<file path="src/rtl/mios_pkg.sv">
// Shared constants and types of the memory I/O register stage.
// Assumes one 10 MHz system clock and a 32-bit memory data bus.
package mios_pkg;

  localparam int MIOS_CLK_NS = 100;
  // Least strobe time of one memory access
  localparam int MIOS_ACC_NS = 200;
  localparam int MIOS_ACC_CYC = (MIOS_ACC_NS + MIOS_CLK_NS - 1) / MIOS_CLK_NS;

  localparam int MIOS_DW = 32;
  localparam int MIOS_AW = 32;
  localparam int MIOS_BW = 4;
  localparam int MIOS_CNT_W = 4;
  localparam int MIOS_FIFO_DEPTH = 8;

  // Big-endian byte lanes: memory bit 0 is the top bit of the vectors
  localparam int MIOS_LANE8_TOP = 24;
  localparam int MIOS_LANE16_TOP = 16;

  localparam logic MIOS_STROBE_OFF = 1'b1;
  localparam logic [MIOS_BW-1:0] MIOS_BEN_OFF = 4'hf;
  localparam logic [MIOS_DW-1:0] MIOS_DQ_RST = 32'h0000_0000;

  localparam logic [1:0] MIOS_LAST_W8 = 2'h3;
  localparam logic [1:0] MIOS_LAST_W16 = 2'h1;
  localparam logic [1:0] MIOS_LAST_W32 = 2'h0;
  localparam logic [MIOS_AW-1:0] MIOS_STEP_W8 = 32'h0000_0001;
  localparam logic [MIOS_AW-1:0] MIOS_STEP_W16 = 32'h0000_0002;
  localparam logic [MIOS_AW-1:0] MIOS_STEP_W32 = 32'h0000_0004;

  typedef enum logic [1:0] {
    MIOS_W8 = 2'b00,
    MIOS_W16 = 2'b01,
    MIOS_W32 = 2'b10
  } mios_width_t;

  typedef enum logic [1:0] {
    MIOS_IDLE = 2'b00,
    MIOS_GAP = 2'b01,
    MIOS_ACC = 2'b10
  } mios_state_t;

endpackage

</file>
<file path="src/rtl/mios_fifo.sv">
// Synchronous FIFO with valid/ready on both sides.
// Assumes writer and reader share the one clock and reset.
`timescale 1ns/1ps
module mios_fifo #(
  parameter int WIDTH = 32,
  parameter int DEPTH = 8
) (
  input wire logic clk_sys,
  input wire logic rst,
  input wire logic in_valid,
  output logic in_ready,
  input wire logic [WIDTH-1:0] in_data,
  output logic out_valid,
  input wire logic out_ready,
  output logic [WIDTH-1:0] out_data
);

  localparam int PW = (DEPTH > 1) ? $clog2(DEPTH) : 1;
  localparam int CW = $clog2(DEPTH + 1);
  localparam logic [PW-1:0] PTR_LAST = PW'(DEPTH - 1);
  localparam logic [CW-1:0] CNT_FULL = CW'(DEPTH);

  typedef struct packed {
    logic [DEPTH-1:0][WIDTH-1:0] mem;
    logic [PW-1:0] wptr;
    logic [PW-1:0] rptr;
    logic [CW-1:0] count;
  } mios_fifo_st_t;

  mios_fifo_st_t r;
  mios_fifo_st_t next_r;
  logic do_push;
  logic do_pop;

  assign in_ready = (r.count != CNT_FULL);
  assign out_valid = (r.count != '0);
  assign out_data = r.mem[r.rptr];
  assign do_push = in_valid && in_ready;
  assign do_pop = out_valid && out_ready;

  always_comb begin
    next_r = r;
    if (do_push) begin
      next_r.mem[r.wptr] = in_data;
      next_r.wptr = (r.wptr == PTR_LAST) ? '0 : PW'(r.wptr + 1'b1);
    end
    if (do_pop) begin
      next_r.rptr = (r.rptr == PTR_LAST) ? '0 : PW'(r.rptr + 1'b1);
    end
    if (do_push && !do_pop) begin
      next_r.count = CW'(r.count + 1'b1);
    end else if (do_pop && !do_push) begin
      next_r.count = CW'(r.count - 1'b1);
    end
  end

  always_ff @(posedge clk_sys or posedge rst) begin
    if (rst) begin
      r <= '0;
    end else begin
      r <= next_r;
    end
  end

endmodule

</file>
<file path="src/rtl/mios_io_stage.sv">
// I/O register stage between the memory controller core and the banks.
// Assumes the core keeps its request steady while req_valid is high and
// that memories answer within the strobe time set in the package.
//
// Behaviour
// - Every memory output leaves a rising-edge register.
// - Falling-edge option re-registers every memory output.
// - Falling-edge option samples read data on falling edge.
// - Width matching adds a rising input register.
// - No width matching: that extra register is absent.
// - Narrow matched bank: several accesses, address advances.
// - Matched write: word lanes, most significant first.
// - Matched read: fill lanes, answer when complete.
// - Narrow banks sit on top data bits.
`timescale 1ns/1ps
module mios_io_stage
  import mios_pkg::*;
#(
  parameter bit falling_edge_io_stage_enable = 1'b0,
  parameter bit width_matching_enable = 1'b1
) (
  input wire logic clk_sys,
  input wire logic rst,
  input wire logic req_valid,
  output logic req_ready,
  input wire logic req_rnw,
  input wire logic [MIOS_AW-1:0] req_addr,
  input wire logic [MIOS_DW-1:0] req_wdata,
  input wire logic [MIOS_BW-1:0] req_be,
  input wire mios_width_t req_width,
  output logic wr_done,
  output logic rd_valid,
  input wire logic rd_ready,
  output logic [MIOS_DW-1:0] rd_data,
  output logic [MIOS_AW-1:0] mem_addr,
  output logic mem_ce_n,
  output logic mem_we_n,
  output logic mem_oe_n,
  output logic [MIOS_BW-1:0] mem_ben_n,
  input wire logic [MIOS_DW-1:0] mem_dq_in,
  output logic [MIOS_DW-1:0] mem_dq_out,
  output logic mem_dq_oe_n
);

  localparam bit NEG = falling_edge_io_stage_enable;
  localparam bit WM = width_matching_enable;
  localparam int IN_LAT = WM ? 2 : 1;
  localparam int RD_HOLD = MIOS_ACC_CYC + IN_LAT;
  localparam int WR_HOLD = MIOS_ACC_CYC;

  typedef struct packed {
    mios_state_t st;
    logic [MIOS_CNT_W-1:0] cnt;
    logic [1:0] beat;
    logic [1:0] last;
    logic rnw;
    mios_width_t width;
    logic [MIOS_AW-1:0] addr;
    logic [MIOS_DW-1:0] wdata;
    logic [MIOS_BW-1:0] be;
    logic [MIOS_DW-1:0] asm_w;
    logic [MIOS_AW-1:0] o_addr;
    logic o_ce_n;
    logic o_we_n;
    logic o_oe_n;
    logic [MIOS_BW-1:0] o_ben_n;
    logic [MIOS_DW-1:0] o_dq;
    logic o_dq_oe_n;
    logic [MIOS_DW-1:0] in_r;
    logic [MIOS_DW-1:0] wm_r;
    logic wr_done;
    logic push;
  } mios_core_t;

  typedef struct packed {
    logic [MIOS_AW-1:0] o_addr;
    logic o_ce_n;
    logic o_we_n;
    logic o_oe_n;
    logic [MIOS_BW-1:0] o_ben_n;
    logic [MIOS_DW-1:0] o_dq;
    logic o_dq_oe_n;
    logic [MIOS_DW-1:0] in_f;
  } mios_fall_t;

  localparam mios_core_t CORE_RST = '{
    st: MIOS_IDLE, width: MIOS_W32, o_ce_n: MIOS_STROBE_OFF,
    o_we_n: MIOS_STROBE_OFF, o_oe_n: MIOS_STROBE_OFF,
    o_ben_n: MIOS_BEN_OFF, o_dq: MIOS_DQ_RST,
    o_dq_oe_n: MIOS_STROBE_OFF, default: '0};
  localparam mios_fall_t FALL_RST = '{
    o_ce_n: MIOS_STROBE_OFF, o_we_n: MIOS_STROBE_OFF,
    o_oe_n: MIOS_STROBE_OFF, o_ben_n: MIOS_BEN_OFF,
    o_dq: MIOS_DQ_RST, o_dq_oe_n: MIOS_STROBE_OFF, default: '0};

  mios_core_t r;
  mios_core_t next_r;
  mios_fall_t f;
  mios_fall_t next_f;
  logic fifo_in_ready;
  logic [MIOS_DW-1:0] in_src;
  logic [MIOS_DW-1:0] mux_src;
  logic [MIOS_CNT_W-1:0] hold_last;

  // Write lane of beat b moved onto the top memory bits
  function automatic logic [MIOS_DW-1:0] lane_out(
    input logic [MIOS_DW-1:0] w, input mios_width_t wd,
    input logic [1:0] b);
    logic [MIOS_DW-1:0] s;
    s = '0;
    case (wd)
      MIOS_W8: begin
        s = w << {b, 3'b000};
        s = {s[MIOS_DW-1:MIOS_LANE8_TOP], 24'h00_0000};
      end
      MIOS_W16: begin
        s = w << {b[0], 4'h0};
        s = {s[MIOS_DW-1:MIOS_LANE16_TOP], 16'h0000};
      end
      default: s = w;
    endcase
    return s;
  endfunction

  // Read lane of beat b placed into its slot of the assembly word
  function automatic logic [MIOS_DW-1:0] lane_in(
    input logic [MIOS_DW-1:0] acc, input logic [MIOS_DW-1:0] d,
    input mios_width_t wd, input logic [1:0] b);
    logic [MIOS_DW-1:0] s;
    s = d;
    case (wd)
      MIOS_W8: s = acc | ({d[MIOS_DW-1:MIOS_LANE8_TOP], 24'h00_0000}
        >> {b, 3'b000});
      MIOS_W16: s = acc | ({d[MIOS_DW-1:MIOS_LANE16_TOP], 16'h0000}
        >> {b[0], 4'h0});
      default: s = d;
    endcase
    return s;
  endfunction

  function automatic logic [MIOS_BW-1:0] lane_ben(
    input logic [MIOS_BW-1:0] be, input mios_width_t wd,
    input logic [1:0] b);
    logic [MIOS_BW-1:0] s;
    s = ~be;
    case (wd)
      MIOS_W8: begin
        s = be << b;
        s = {~s[3], 3'b111};
      end
      MIOS_W16: begin
        s = be << {b[0], 1'b0};
        s = {~s[3:2], 2'b11};
      end
      default: s = ~be;
    endcase
    return s;
  endfunction

  // Without the option the falling input register is constant and trims away
  assign in_src = NEG ? f.in_f : r.in_r;
  // Width matching reads the extra register, otherwise the I/O one
  assign mux_src = WM ? r.wm_r : in_src;
  assign hold_last = r.rnw ? MIOS_CNT_W'(RD_HOLD - 1) :
    MIOS_CNT_W'(WR_HOLD - 1);

  always_comb begin
    next_r = r;
    next_r.wr_done = 1'b0;
    next_r.push = 1'b0;
    next_r.in_r = NEG ? '0 : mem_dq_in;
    next_r.wm_r = WM ? in_src : '0;
    unique case (r.st)
      MIOS_IDLE: begin
        if (req_valid && req_ready) begin
          next_r.st = MIOS_GAP;
          next_r.rnw = req_rnw;
          next_r.width = req_width;
          next_r.addr = req_addr;
          next_r.wdata = req_wdata;
          next_r.be = req_be;
          next_r.asm_w = '0;
          next_r.beat = '0;
          next_r.last = MIOS_LAST_W32;
          if (WM && req_width == MIOS_W8) begin
            next_r.last = MIOS_LAST_W8;
          end else if (WM && req_width == MIOS_W16) begin
            next_r.last = MIOS_LAST_W16;
          end
        end
      end
      MIOS_GAP: begin
        // Strobes rise for one cycle between beats as recovery time
        next_r.st = MIOS_ACC;
        next_r.cnt = '0;
        next_r.o_addr = r.addr;
        next_r.o_ce_n = 1'b0;
        next_r.o_we_n = r.rnw;
        next_r.o_oe_n = !r.rnw;
        next_r.o_dq_oe_n = r.rnw;
        next_r.o_dq = lane_out(r.wdata, r.width, r.beat);
        next_r.o_ben_n = lane_ben(r.be, r.width, r.beat);
      end
      MIOS_ACC: begin
        next_r.cnt = MIOS_CNT_W'(r.cnt + 1'b1);
        if (r.cnt == hold_last) begin
          if (r.rnw) begin
            next_r.asm_w = lane_in(r.asm_w, mux_src, r.width, r.beat);
          end
          next_r.o_ce_n = MIOS_STROBE_OFF;
          next_r.o_we_n = MIOS_STROBE_OFF;
          next_r.o_oe_n = MIOS_STROBE_OFF;
          next_r.o_dq_oe_n = MIOS_STROBE_OFF;
          next_r.o_ben_n = MIOS_BEN_OFF;
          if (r.beat == r.last) begin
            next_r.st = MIOS_IDLE;
            next_r.push = r.rnw;
            next_r.wr_done = !r.rnw;
          end else begin
            next_r.st = MIOS_GAP;
            next_r.beat = 2'(r.beat + 1'b1);
            if (r.width == MIOS_W8) begin
              next_r.addr = MIOS_AW'(r.addr + MIOS_STEP_W8);
            end else if (r.width == MIOS_W16) begin
              next_r.addr = MIOS_AW'(r.addr + MIOS_STEP_W16);
            end else begin
              next_r.addr = MIOS_AW'(r.addr + MIOS_STEP_W32);
            end
          end
        end
      end
    endcase
  end

  always_ff @(posedge clk_sys or posedge rst) begin
    if (rst) begin
      r <= CORE_RST;
    end else begin
      r <= next_r;
    end
  end

  always_comb begin
    next_f.o_addr = r.o_addr;
    next_f.o_ce_n = r.o_ce_n;
    next_f.o_we_n = r.o_we_n;
    next_f.o_oe_n = r.o_oe_n;
    next_f.o_ben_n = r.o_ben_n;
    next_f.o_dq = r.o_dq;
    next_f.o_dq_oe_n = r.o_dq_oe_n;
    next_f.in_f = NEG ? mem_dq_in : '0;
  end

  // Half-cycle stage buys setup and hold only at slow clocks
  always_ff @(negedge clk_sys or posedge rst) begin
    if (rst) begin
      f <= FALL_RST;
    end else begin
      f <= next_f;
    end
  end

  assign mem_addr = NEG ? f.o_addr : r.o_addr;
  assign mem_ce_n = NEG ? f.o_ce_n : r.o_ce_n;
  assign mem_we_n = NEG ? f.o_we_n : r.o_we_n;
  assign mem_oe_n = NEG ? f.o_oe_n : r.o_oe_n;
  assign mem_ben_n = NEG ? f.o_ben_n : r.o_ben_n;
  assign mem_dq_out = NEG ? f.o_dq : r.o_dq;
  assign mem_dq_oe_n = NEG ? f.o_dq_oe_n : r.o_dq_oe_n;

  // A push pending this cycle may take the last free slot
  assign req_ready = (r.st == MIOS_IDLE) && !r.push && fifo_in_ready;
  assign wr_done = r.wr_done;

  mios_fifo #(
    .WIDTH(MIOS_DW),
    .DEPTH(MIOS_FIFO_DEPTH)
  ) u_rd_fifo (
    .clk_sys(clk_sys),
    .rst(rst),
    .in_valid(r.push),
    .in_ready(fifo_in_ready),
    .in_data(r.asm_w),
    .out_valid(rd_valid),
    .out_ready(rd_ready),
    .out_data(rd_data)
  );

  property p_strobe_reg;
    @(posedge clk_sys) disable iff (rst)
    (r.st == MIOS_ACC) == !r.o_ce_n;
  endproperty
  a_strobe_reg: assert property (p_strobe_reg)
    else $error("chip enable not tied to access state");

  property p_fall_copy;
    @(posedge clk_sys) disable iff (rst)
    NEG |-> (mem_ce_n == r.o_ce_n && mem_addr == r.o_addr
      && mem_dq_out == r.o_dq);
  endproperty
  a_fall_copy: assert property (p_fall_copy)
    else $error("falling stage does not follow rising stage");

  property p_fall_in;
    @(negedge clk_sys) disable iff (rst)
    NEG |=> f.in_f == $past(mem_dq_in);
  endproperty
  a_fall_in: assert property (p_fall_in)
    else $error("read data not sampled on falling edge");

  property p_wm_reg;
    @(posedge clk_sys) disable iff (rst)
    WM |=> r.wm_r == $past(in_src);
  endproperty
  a_wm_reg: assert property (p_wm_reg)
    else $error("width matching register missed a cycle");

  property p_no_wm_reg;
    @(posedge clk_sys) disable iff (rst)
    !WM |-> r.wm_r == '0;
  endproperty
  a_no_wm_reg: assert property (p_no_wm_reg)
    else $error("extra input register present without matching");

  property p_addr_step;
    @(posedge clk_sys) disable iff (rst)
    (r.st == MIOS_GAP && r.beat != 2'h0 && r.width == MIOS_W8)
      |=> r.o_addr == $past(r.addr) && !r.o_ce_n
      ##1 $stable(r.o_addr);
  endproperty
  a_addr_step: assert property (p_addr_step)
    else $error("narrow access address not held or advanced");

  property p_wr_lane;
    @(posedge clk_sys) disable iff (rst)
    (r.st == MIOS_ACC && !r.rnw && r.width == MIOS_W8 && WM)
      |-> r.o_dq[31:24] == 8'(r.wdata >> (6'd24 - {r.beat, 3'b000}))
      && r.o_dq[23:0] == 24'h00_0000;
  endproperty
  a_wr_lane: assert property (p_wr_lane)
    else $error("write byte lane out of order");

  property p_rd_done;
    @(posedge clk_sys) disable iff (rst)
    r.push |-> $past(r.beat) == $past(r.last)
      && $past(r.st) == MIOS_ACC && $past(r.rnw);
  endproperty
  a_rd_done: assert property (p_rd_done)
    else $error("read answered before all lanes filled");

  property p_idle_off;
    @(posedge clk_sys) disable iff (rst)
    (r.st == MIOS_IDLE) |-> r.o_ce_n && r.o_we_n && r.o_oe_n
      && r.o_dq_oe_n && r.o_ben_n == MIOS_BEN_OFF;
  endproperty
  a_idle_off: assert property (p_idle_off)
    else $error("memory strobe active while idle");

endmodule

</file>
<file path="config.mk">
export PLATFORM = sky130hd
export DESIGN_NAME = mios_io_stage
export DESIGN_NICKNAME = d
export VERILOG_FILES = /design/src/rtl/mios_pkg.sv /design/src/rtl/mios_fifo.sv /design/src/rtl/mios_io_stage.sv
export SDC_FILE = /design/constraint.sdc
export NUM_CORES = 1
export LEC_CHECK = 0
export BUFFER_PORTS_ARGS = -buffer_cell sky130_fd_sc_hd__buf_2
export CORE_MARGIN = 5
export CORE_UTILIZATION = 30
export CTS_BUF_LIST = sky130_fd_sc_hd__clkbuf_16
export CTS_CLUSTER_DIAMETER = 200
export DETAILED_ROUTE_END_ITERATION = 6
export MAX_ROUTING_LAYER = met4
export PLACE_DENSITY_LB_ADDON = 0.12
export SETUP_SLACK_MARGIN = 0.2
export SLEW_MARGIN = 5
export SYNTH_ARGS = -nofsm -noshare
export SYNTH_HDL_FRONTEND = slang
export SYNTH_HIERARCHICAL = 1
export SYNTH_SLANG_ARGS = --single-unit
</file>
<file path="constraint.sdc">
create_clock -name clk_sys -period 8 [get_ports clk_sys]
set_input_delay 0.8 -clock clk_sys [delete_from_list [all_inputs] [get_ports clk_sys]]
set_output_delay 0.8 -clock clk_sys [all_outputs]
set_load 0.1 [all_outputs]
</file>
# Word-level counts from Yosys, hierarchy flattened
# Cells that the tools add are included.
# W data, S select, Z words.
word_totals:
  input_bits: 107
  ff_bits: 517
  elab_cells: 131
  out_inout_bits: 107
op_classes:
  magnitude_cmp: 3
  n_reduce_logical: 24
  n_bitwise: 5
  shift: 6
  n_addsub: 9
  mux: 39
  eq_ne: 13
op_table:
  columns: ["op", "n"]
  rows:
  - ["$bwmux W256", 1]
  - ["$mux W32", 8]
  - ["$pmux W32 S2", 4]
  - ["$mux W107", 1]
  - ["$bmux W32 S3", 1]
  - ["$demux W32 S3", 1]
  - ["$or A32 B32 Y32", 2]
  - ["$shl A32 B5 Y32", 2]
  - ["$shr A32 B5 Y32", 2]
  - ["$add A32 B1 Y32 const B", 1]
  - ["$add A32 B2 Y32 const B", 1]
  - ["$add A32 B3 Y32 const B", 1]
  - ["$mux W2", 9]
  - ["$pmux W4 S2", 2]
  - ["$pmux W7 S2", 1]
  - ["$add A4 B1 Y4 const B", 2]
  - ["$logic_and A1 B1 Y1", 8]
  - ["$lt A3 B4 Y1 const B", 2]
  - ["$mux W4", 2]
  - ["$ne A2 B2 Y1 const B", 4]
  - ["$reduce_and A4 Y1", 2]
  - ["$shl A4 B2 Y4", 2]
  - ["$mux W7", 1]
  - ["$add A3 B1 Y3 const B", 2]
  - ["other kinds (22)", 37]

# Logic depth before layout (Yosys ltp)
logic_depth:
  ltp_word: 6
  mapped_depth: 10
  ltp_nobuf: 10

# Modules after synthesis
# Netlist, hierarchy kept.
by_module_without_submodules:
  columns: ["module", "instances", "area_each_um2", "seq_area_each_um2", "cells_each"]
  rows:
  - ["mios_fifo", 1, 12399.4, 6656.4, 718]
  - ["mios_io_stage", 1, 11380.9, 6266.0, 1093]

# Worst setup path after synthesis
# No wires, ideal clock.
synth_path:
  path_type: "reg2out"
  from: "register r[249] (netlist name)"
  to: "output req_ready"
  path_stages_with_launch: 5
  required_time_ps: 7200
  slack_ps: 4281
  arrival_ps: 2919
  n_path_buf: 0
  path_cell_list: "dfrtp_1 > inv_1 > ha_1 > inv_1 > nor3b_1"
synth_rtl:
  columns: ["element", "line_no", "rtl"]
  rows:
  - ["end, declared", "mios_io_stage.sv:25", "output logic req_ready,"]

# Final worst setup path
layout_path:
  from: "register u_rd_fifo/r[5] in the netlist's numbering"
  to: "output rd_data[16]"
layout_via:
  elab_chain_cells: 2
layout_rtl:
  columns: ["element", "line_no", "rtl"]
  rows:
  - ["start, declared", "mios_fifo.sv:30", "mios_fifo_st_t r;"]
  - ["start signal, assigned", "mios_fifo.sv:61", "r <= next_r;"]
  - ["$bmux W32 S3", "mios_fifo.sv:37", "assign out_data = r.mem[r.rptr];"]
  - ["$mux W32 (not written as such)", "mios_fifo.sv:37", null]
  - ["end, declared", "mios_io_stage.sv:34", "output logic [MIOS_DW-1:0] rd_data,"]
# Every way passes these cells. The select of a mux whose other input is x is not followed.

==> impl_results.md <==
* Synth unique cells at 87
* MaxCap Viol Count at 0
* Clk root buf: clkbuf_16
* Clock latency at the later pin of the worst-skew pair at 0.61 ns
* Fin Clk Skew at 0.0173 ns
* Final setup margin at 3.73 ns
* Detail Route Antenna Nets at 0
* R2r worst-path depth at 7
* Final setup viols at 0
* RR Endpoint: r[169]
* Placed instance area at 0.0252 mm^2
* Synth Net Count at 1934
* Die Y at 292 um
* Ys async rst share at 100%
* Initial antenna violation count at 7
* Fmax at 234 MHz
* Kind of critical path: flop to primary output
* CTS Buf Count at 59
* Slew HR at 22.8%
* Drc violations at 0
* Setup Fix Bufs, Post-CTS at 0
* Slowest-stage cell, CP: dfrtp_2
* Drt total wl at 66900 um
* Post-synth EDFFs at 0
* CTS H-tree lvls at 2
* CP Max Fanout at 44
* Worst slew pin tran at 1.16 ns
* Die Width at 292 um
* Final Critical Period at 4.27 ns
* Pwr Density at 372 mW/mm^2
* CP endpoint: rd_data[16]
* Power Internal at 5.59 mW
* R2R Setup Slk at 4.12 ns
* Row cnt at 103
* Hold path cells at 1
* Clock Path Buffers at 3
* CP Cell Sequence: buf_4 > mux4_2 > mux2_2 > buf_2
* Yosys Warn Count at 6
* Largest net degree at the start of global routing at 189
* Design area at 0.0270 mm^2
* Compound-Gate Fraction of Synth Area at 8.78%
* RePlAce Congestion at 0.755
* Worst setup path start: u_rd_fifo/r[5]
* Core Box Area at 0.0787 mm^2
* Routed vias at 14900
* RR Startpoint: u_rd_fifo/r[0]
* Simple-gate share of the synthesized area at 6.69%
* CTS tree: built
* Synth Flop Type: dfrtp_1
* Nature of the critical path endpoint: primary output
* Mean post-synth cell area at 13.1 um^2
* Hold Path Class: input port to flop
* Worst EP required at 7.20 ns
* Share of post-route cells with drive strength above 1 at 38.1%
* Initial Util at 30.2%
* Comb power frac at 37.2%
* Die ar. at 0.0850 mm^2
* Number of synthesized register bits at 516
* CTS Sinks at 516
* Xor and xnor area share after synthesis at 0.184%
* Max-slew violations at 0
* Cells after Synth at 1811
* Switching power at 4.46 mW
* Dpl hpwl at 41300 um
* Reg clk slew, reported paths at 0.06 ns
* Place WS at 3.94 ns
* DR WL/cell at 22.2 um
* Largest family of logic cells by synthesized area: multiplexers
* CTS Hold Buffers Added at 0
* Hold_sp: mem_dq_in[24]
* Post-Synth Adder-Cell Area at 0.873%
* Sequential share of the synthesized area at 54.3%
* Arrival @ worst endpoint at 3.47 ns
* Fin crit share at 53.4%
* P_leak at 12.7 nW
* First-pass GRT wire length at 103000 um
* DR vias/cell at 4.95
* Sequential Power Share at 37.4%
* Share of total power in the clock network at 25.4%
* CTS resizes at 0
* Initial DRT Pass Iterations at 5
* Port Buffer Count at 213
* Slowest stage delay, CP at 0.84 ns
* Setup tns final at 0 ns
* Final net count at 2038
* Mux contribution to synthesized area at 23.5%
* Area Overhead vs Synth at 13.6%
* Final hold violation count at 0
* Status: completed
* Global-route usage over all layers at 15.9%
* RSZ-0062 raised after global routing: no
* VDD IR max at 0.340 mV
* CP Launch Type: flop
* Vias in the first global route at 16100
* Total grt overflow at 0
* Iter 0 DRT Violations at 900
* Sw Share at 44.4%
* IO Count at 214
* Mapped cell area at 0.0238 mm^2
-- cells in the final DEF, fill, tap and decap left out, types with 4 or more instances in the layout --
master,count
dfstp_2,8
a32oi_1,7
o21ai_0,66
nor2_1,45
clkinv_1,13
a31oi_1,23
nand2_1,175
buf_2,213
o311ai_0,4
mux2_4,65
a22oi_1,15
diode_2,5
xnor2_1,4
and2_1,12
mux2_2,272
mux4_2,64
clkbuf_16,61
o2bb2ai_1,27
ha_1,13
nand4_1,9
buf_4,19
a221oi_1,11
o211ai_1,10
mux2i_1,11
nand3_1,30
bufinv_16,4
and3_1,4
nand2b_1,6
or4_1,9
dfrtp_1,506
a41oi_1,4
inv_1,50
a21o_1,8
a22o_1,17
a21oi_1,74
o31a_1,4
o22ai_1,5
-- critical path, delay by kind of cell, from the launching register on --
family                 cells  cell delay (ns)
buffers and inverters      2             1.07
multiplexers               2             0.93
flip-flops                 1             0.84
-- layout make-up --
class / count / area, um^2
diodes: 5 / 12.5
clock buffers: 61 / 1530
inverters: 33 / 135
multi-input cells: 1071 / 9580
clock inverters: 41 / 270
repair buffers: 234 / 1250
fillers: 7698 / 51700
flip-flops and latches: 516 / 12900
well taps: 1050 / 1310
-- cells in the mapped netlist, types with 4 or more instances --
master / n / area share [%]
o311ai_0: 4 / 0.15
mux2_4: 65 / 4.1
buf_4: 72 / 2.3
a31oi_1: 23 / 0.61
or4_1: 9 / 0.28
o2bb2ai_1: 27 / 0.99
o21ai_0: 66 / 1.4
buf_6: 10 / 0.47
mux2i_1: 11 / 0.46
nor2_1: 46 / 0.73
nand2b_1: 6 / 0.16
a21oi_1: 74 / 1.6
ha_1: 15 / 0.79
a221oi_1: 11 / 0.41
buf_1: 8 / 0.13
a22oi_1: 15 / 0.47
and3_1: 4 / 0.11
buf_2: 42 / 0.88
clkbuf_1: 52 / 0.82
dfstp_2: 8 / 0.88
a21o_1: 8 / 0.25
nand4_1: 9 / 0.24
nand3_1: 30 / 0.63
dfrtp_1: 508 / 53
buf_12: 6 / 0.51
xnor2_1: 4 / 0.15
nand2_1: 175 / 2.8
inv_1: 32 / 0.51
mux4_2: 64 / 6.1
and2_1: 12 / 0.32
o31a_1: 4 / 0.15
a41oi_1: 4 / 0.15
o22ai_1: 5 / 0.13
a32oi_1: 7 / 0.26
nor3_1: 5 / 0.11
a22o_1: 17 / 0.63
o211ai_1: 10 / 0.32
mux2_2: 272 / 13
-- worst min-delay path by stage --
stage	end	slack, ns
6_report	in_src[24]	0.30
5_1_grt	in_src[17]	0.26
4_1_cts	in_src[24]	0.25
3_5_place_dp	mux_src[0]	0.33
3_3_place_gp	mux_src[17]	0.34
2_1_floorplan	mux_src[0]	0.33
-- power by group through the flow --
stage | clock network (mW) | logic [mW] | registers (mW)
final | 2.55 | 3.74 | 3.76
after global routing | 2.75 | 4.02 | 3.86
after CTS | 2.65 | 3.80 | 3.78
after detailed placement | 0 | 3.79 | 3.82
after global placement | 0 | 3.75 | 3.80
after floorplan | 0 | 3.36 | 3.49
-- registers in the layout, summed over array words and instances, names as in the netlist --
register and count:
mem_dq_out 32, mem_oe_n 1, u_rd_fifo/r 266, mem_ben_n 4, r 114, mem_ce_n 1, mem_addr 32, wr_done 1
mem_we_n 1, in_src 32, mux_src 32
-- layer usage --
layer,vias to the layer above,global-route usage (%),share of wire (%)
met2,298,25.1,48
met5,-,-,0
met1,7776,21.8,47
met3,91,2.18,3.6
li1,6743,-,-
met4,0,3.78,1.9
-- through the flow --
step	cells	hold WS (ns)	util (%)	power, mW
after floorplan	1811	0.331	-	6.85
after global placement	2904	0.336	32.0	7.55
after detailed placement	2904	0.335	32.0	7.60
after CTS	3006	0.249	34.3	10.2
after global routing	3010	0.257	34.3	10.6
final	3011	0.295	34.3	10.1
-- cell families (layout without fill, tap and decap cells) --
group	count (synthesis)	count (layout)
DFF	516	516
muxes	412	412
and+or+nand+nor	328	328
AOI/OAI and AO/OA	310	310
buffers and inverters	224	369
adders and majority gates	16	16
xor gates and xnor gates	5	5
other	0	5
No activity file was read; power rests on OpenSTA's default activity.
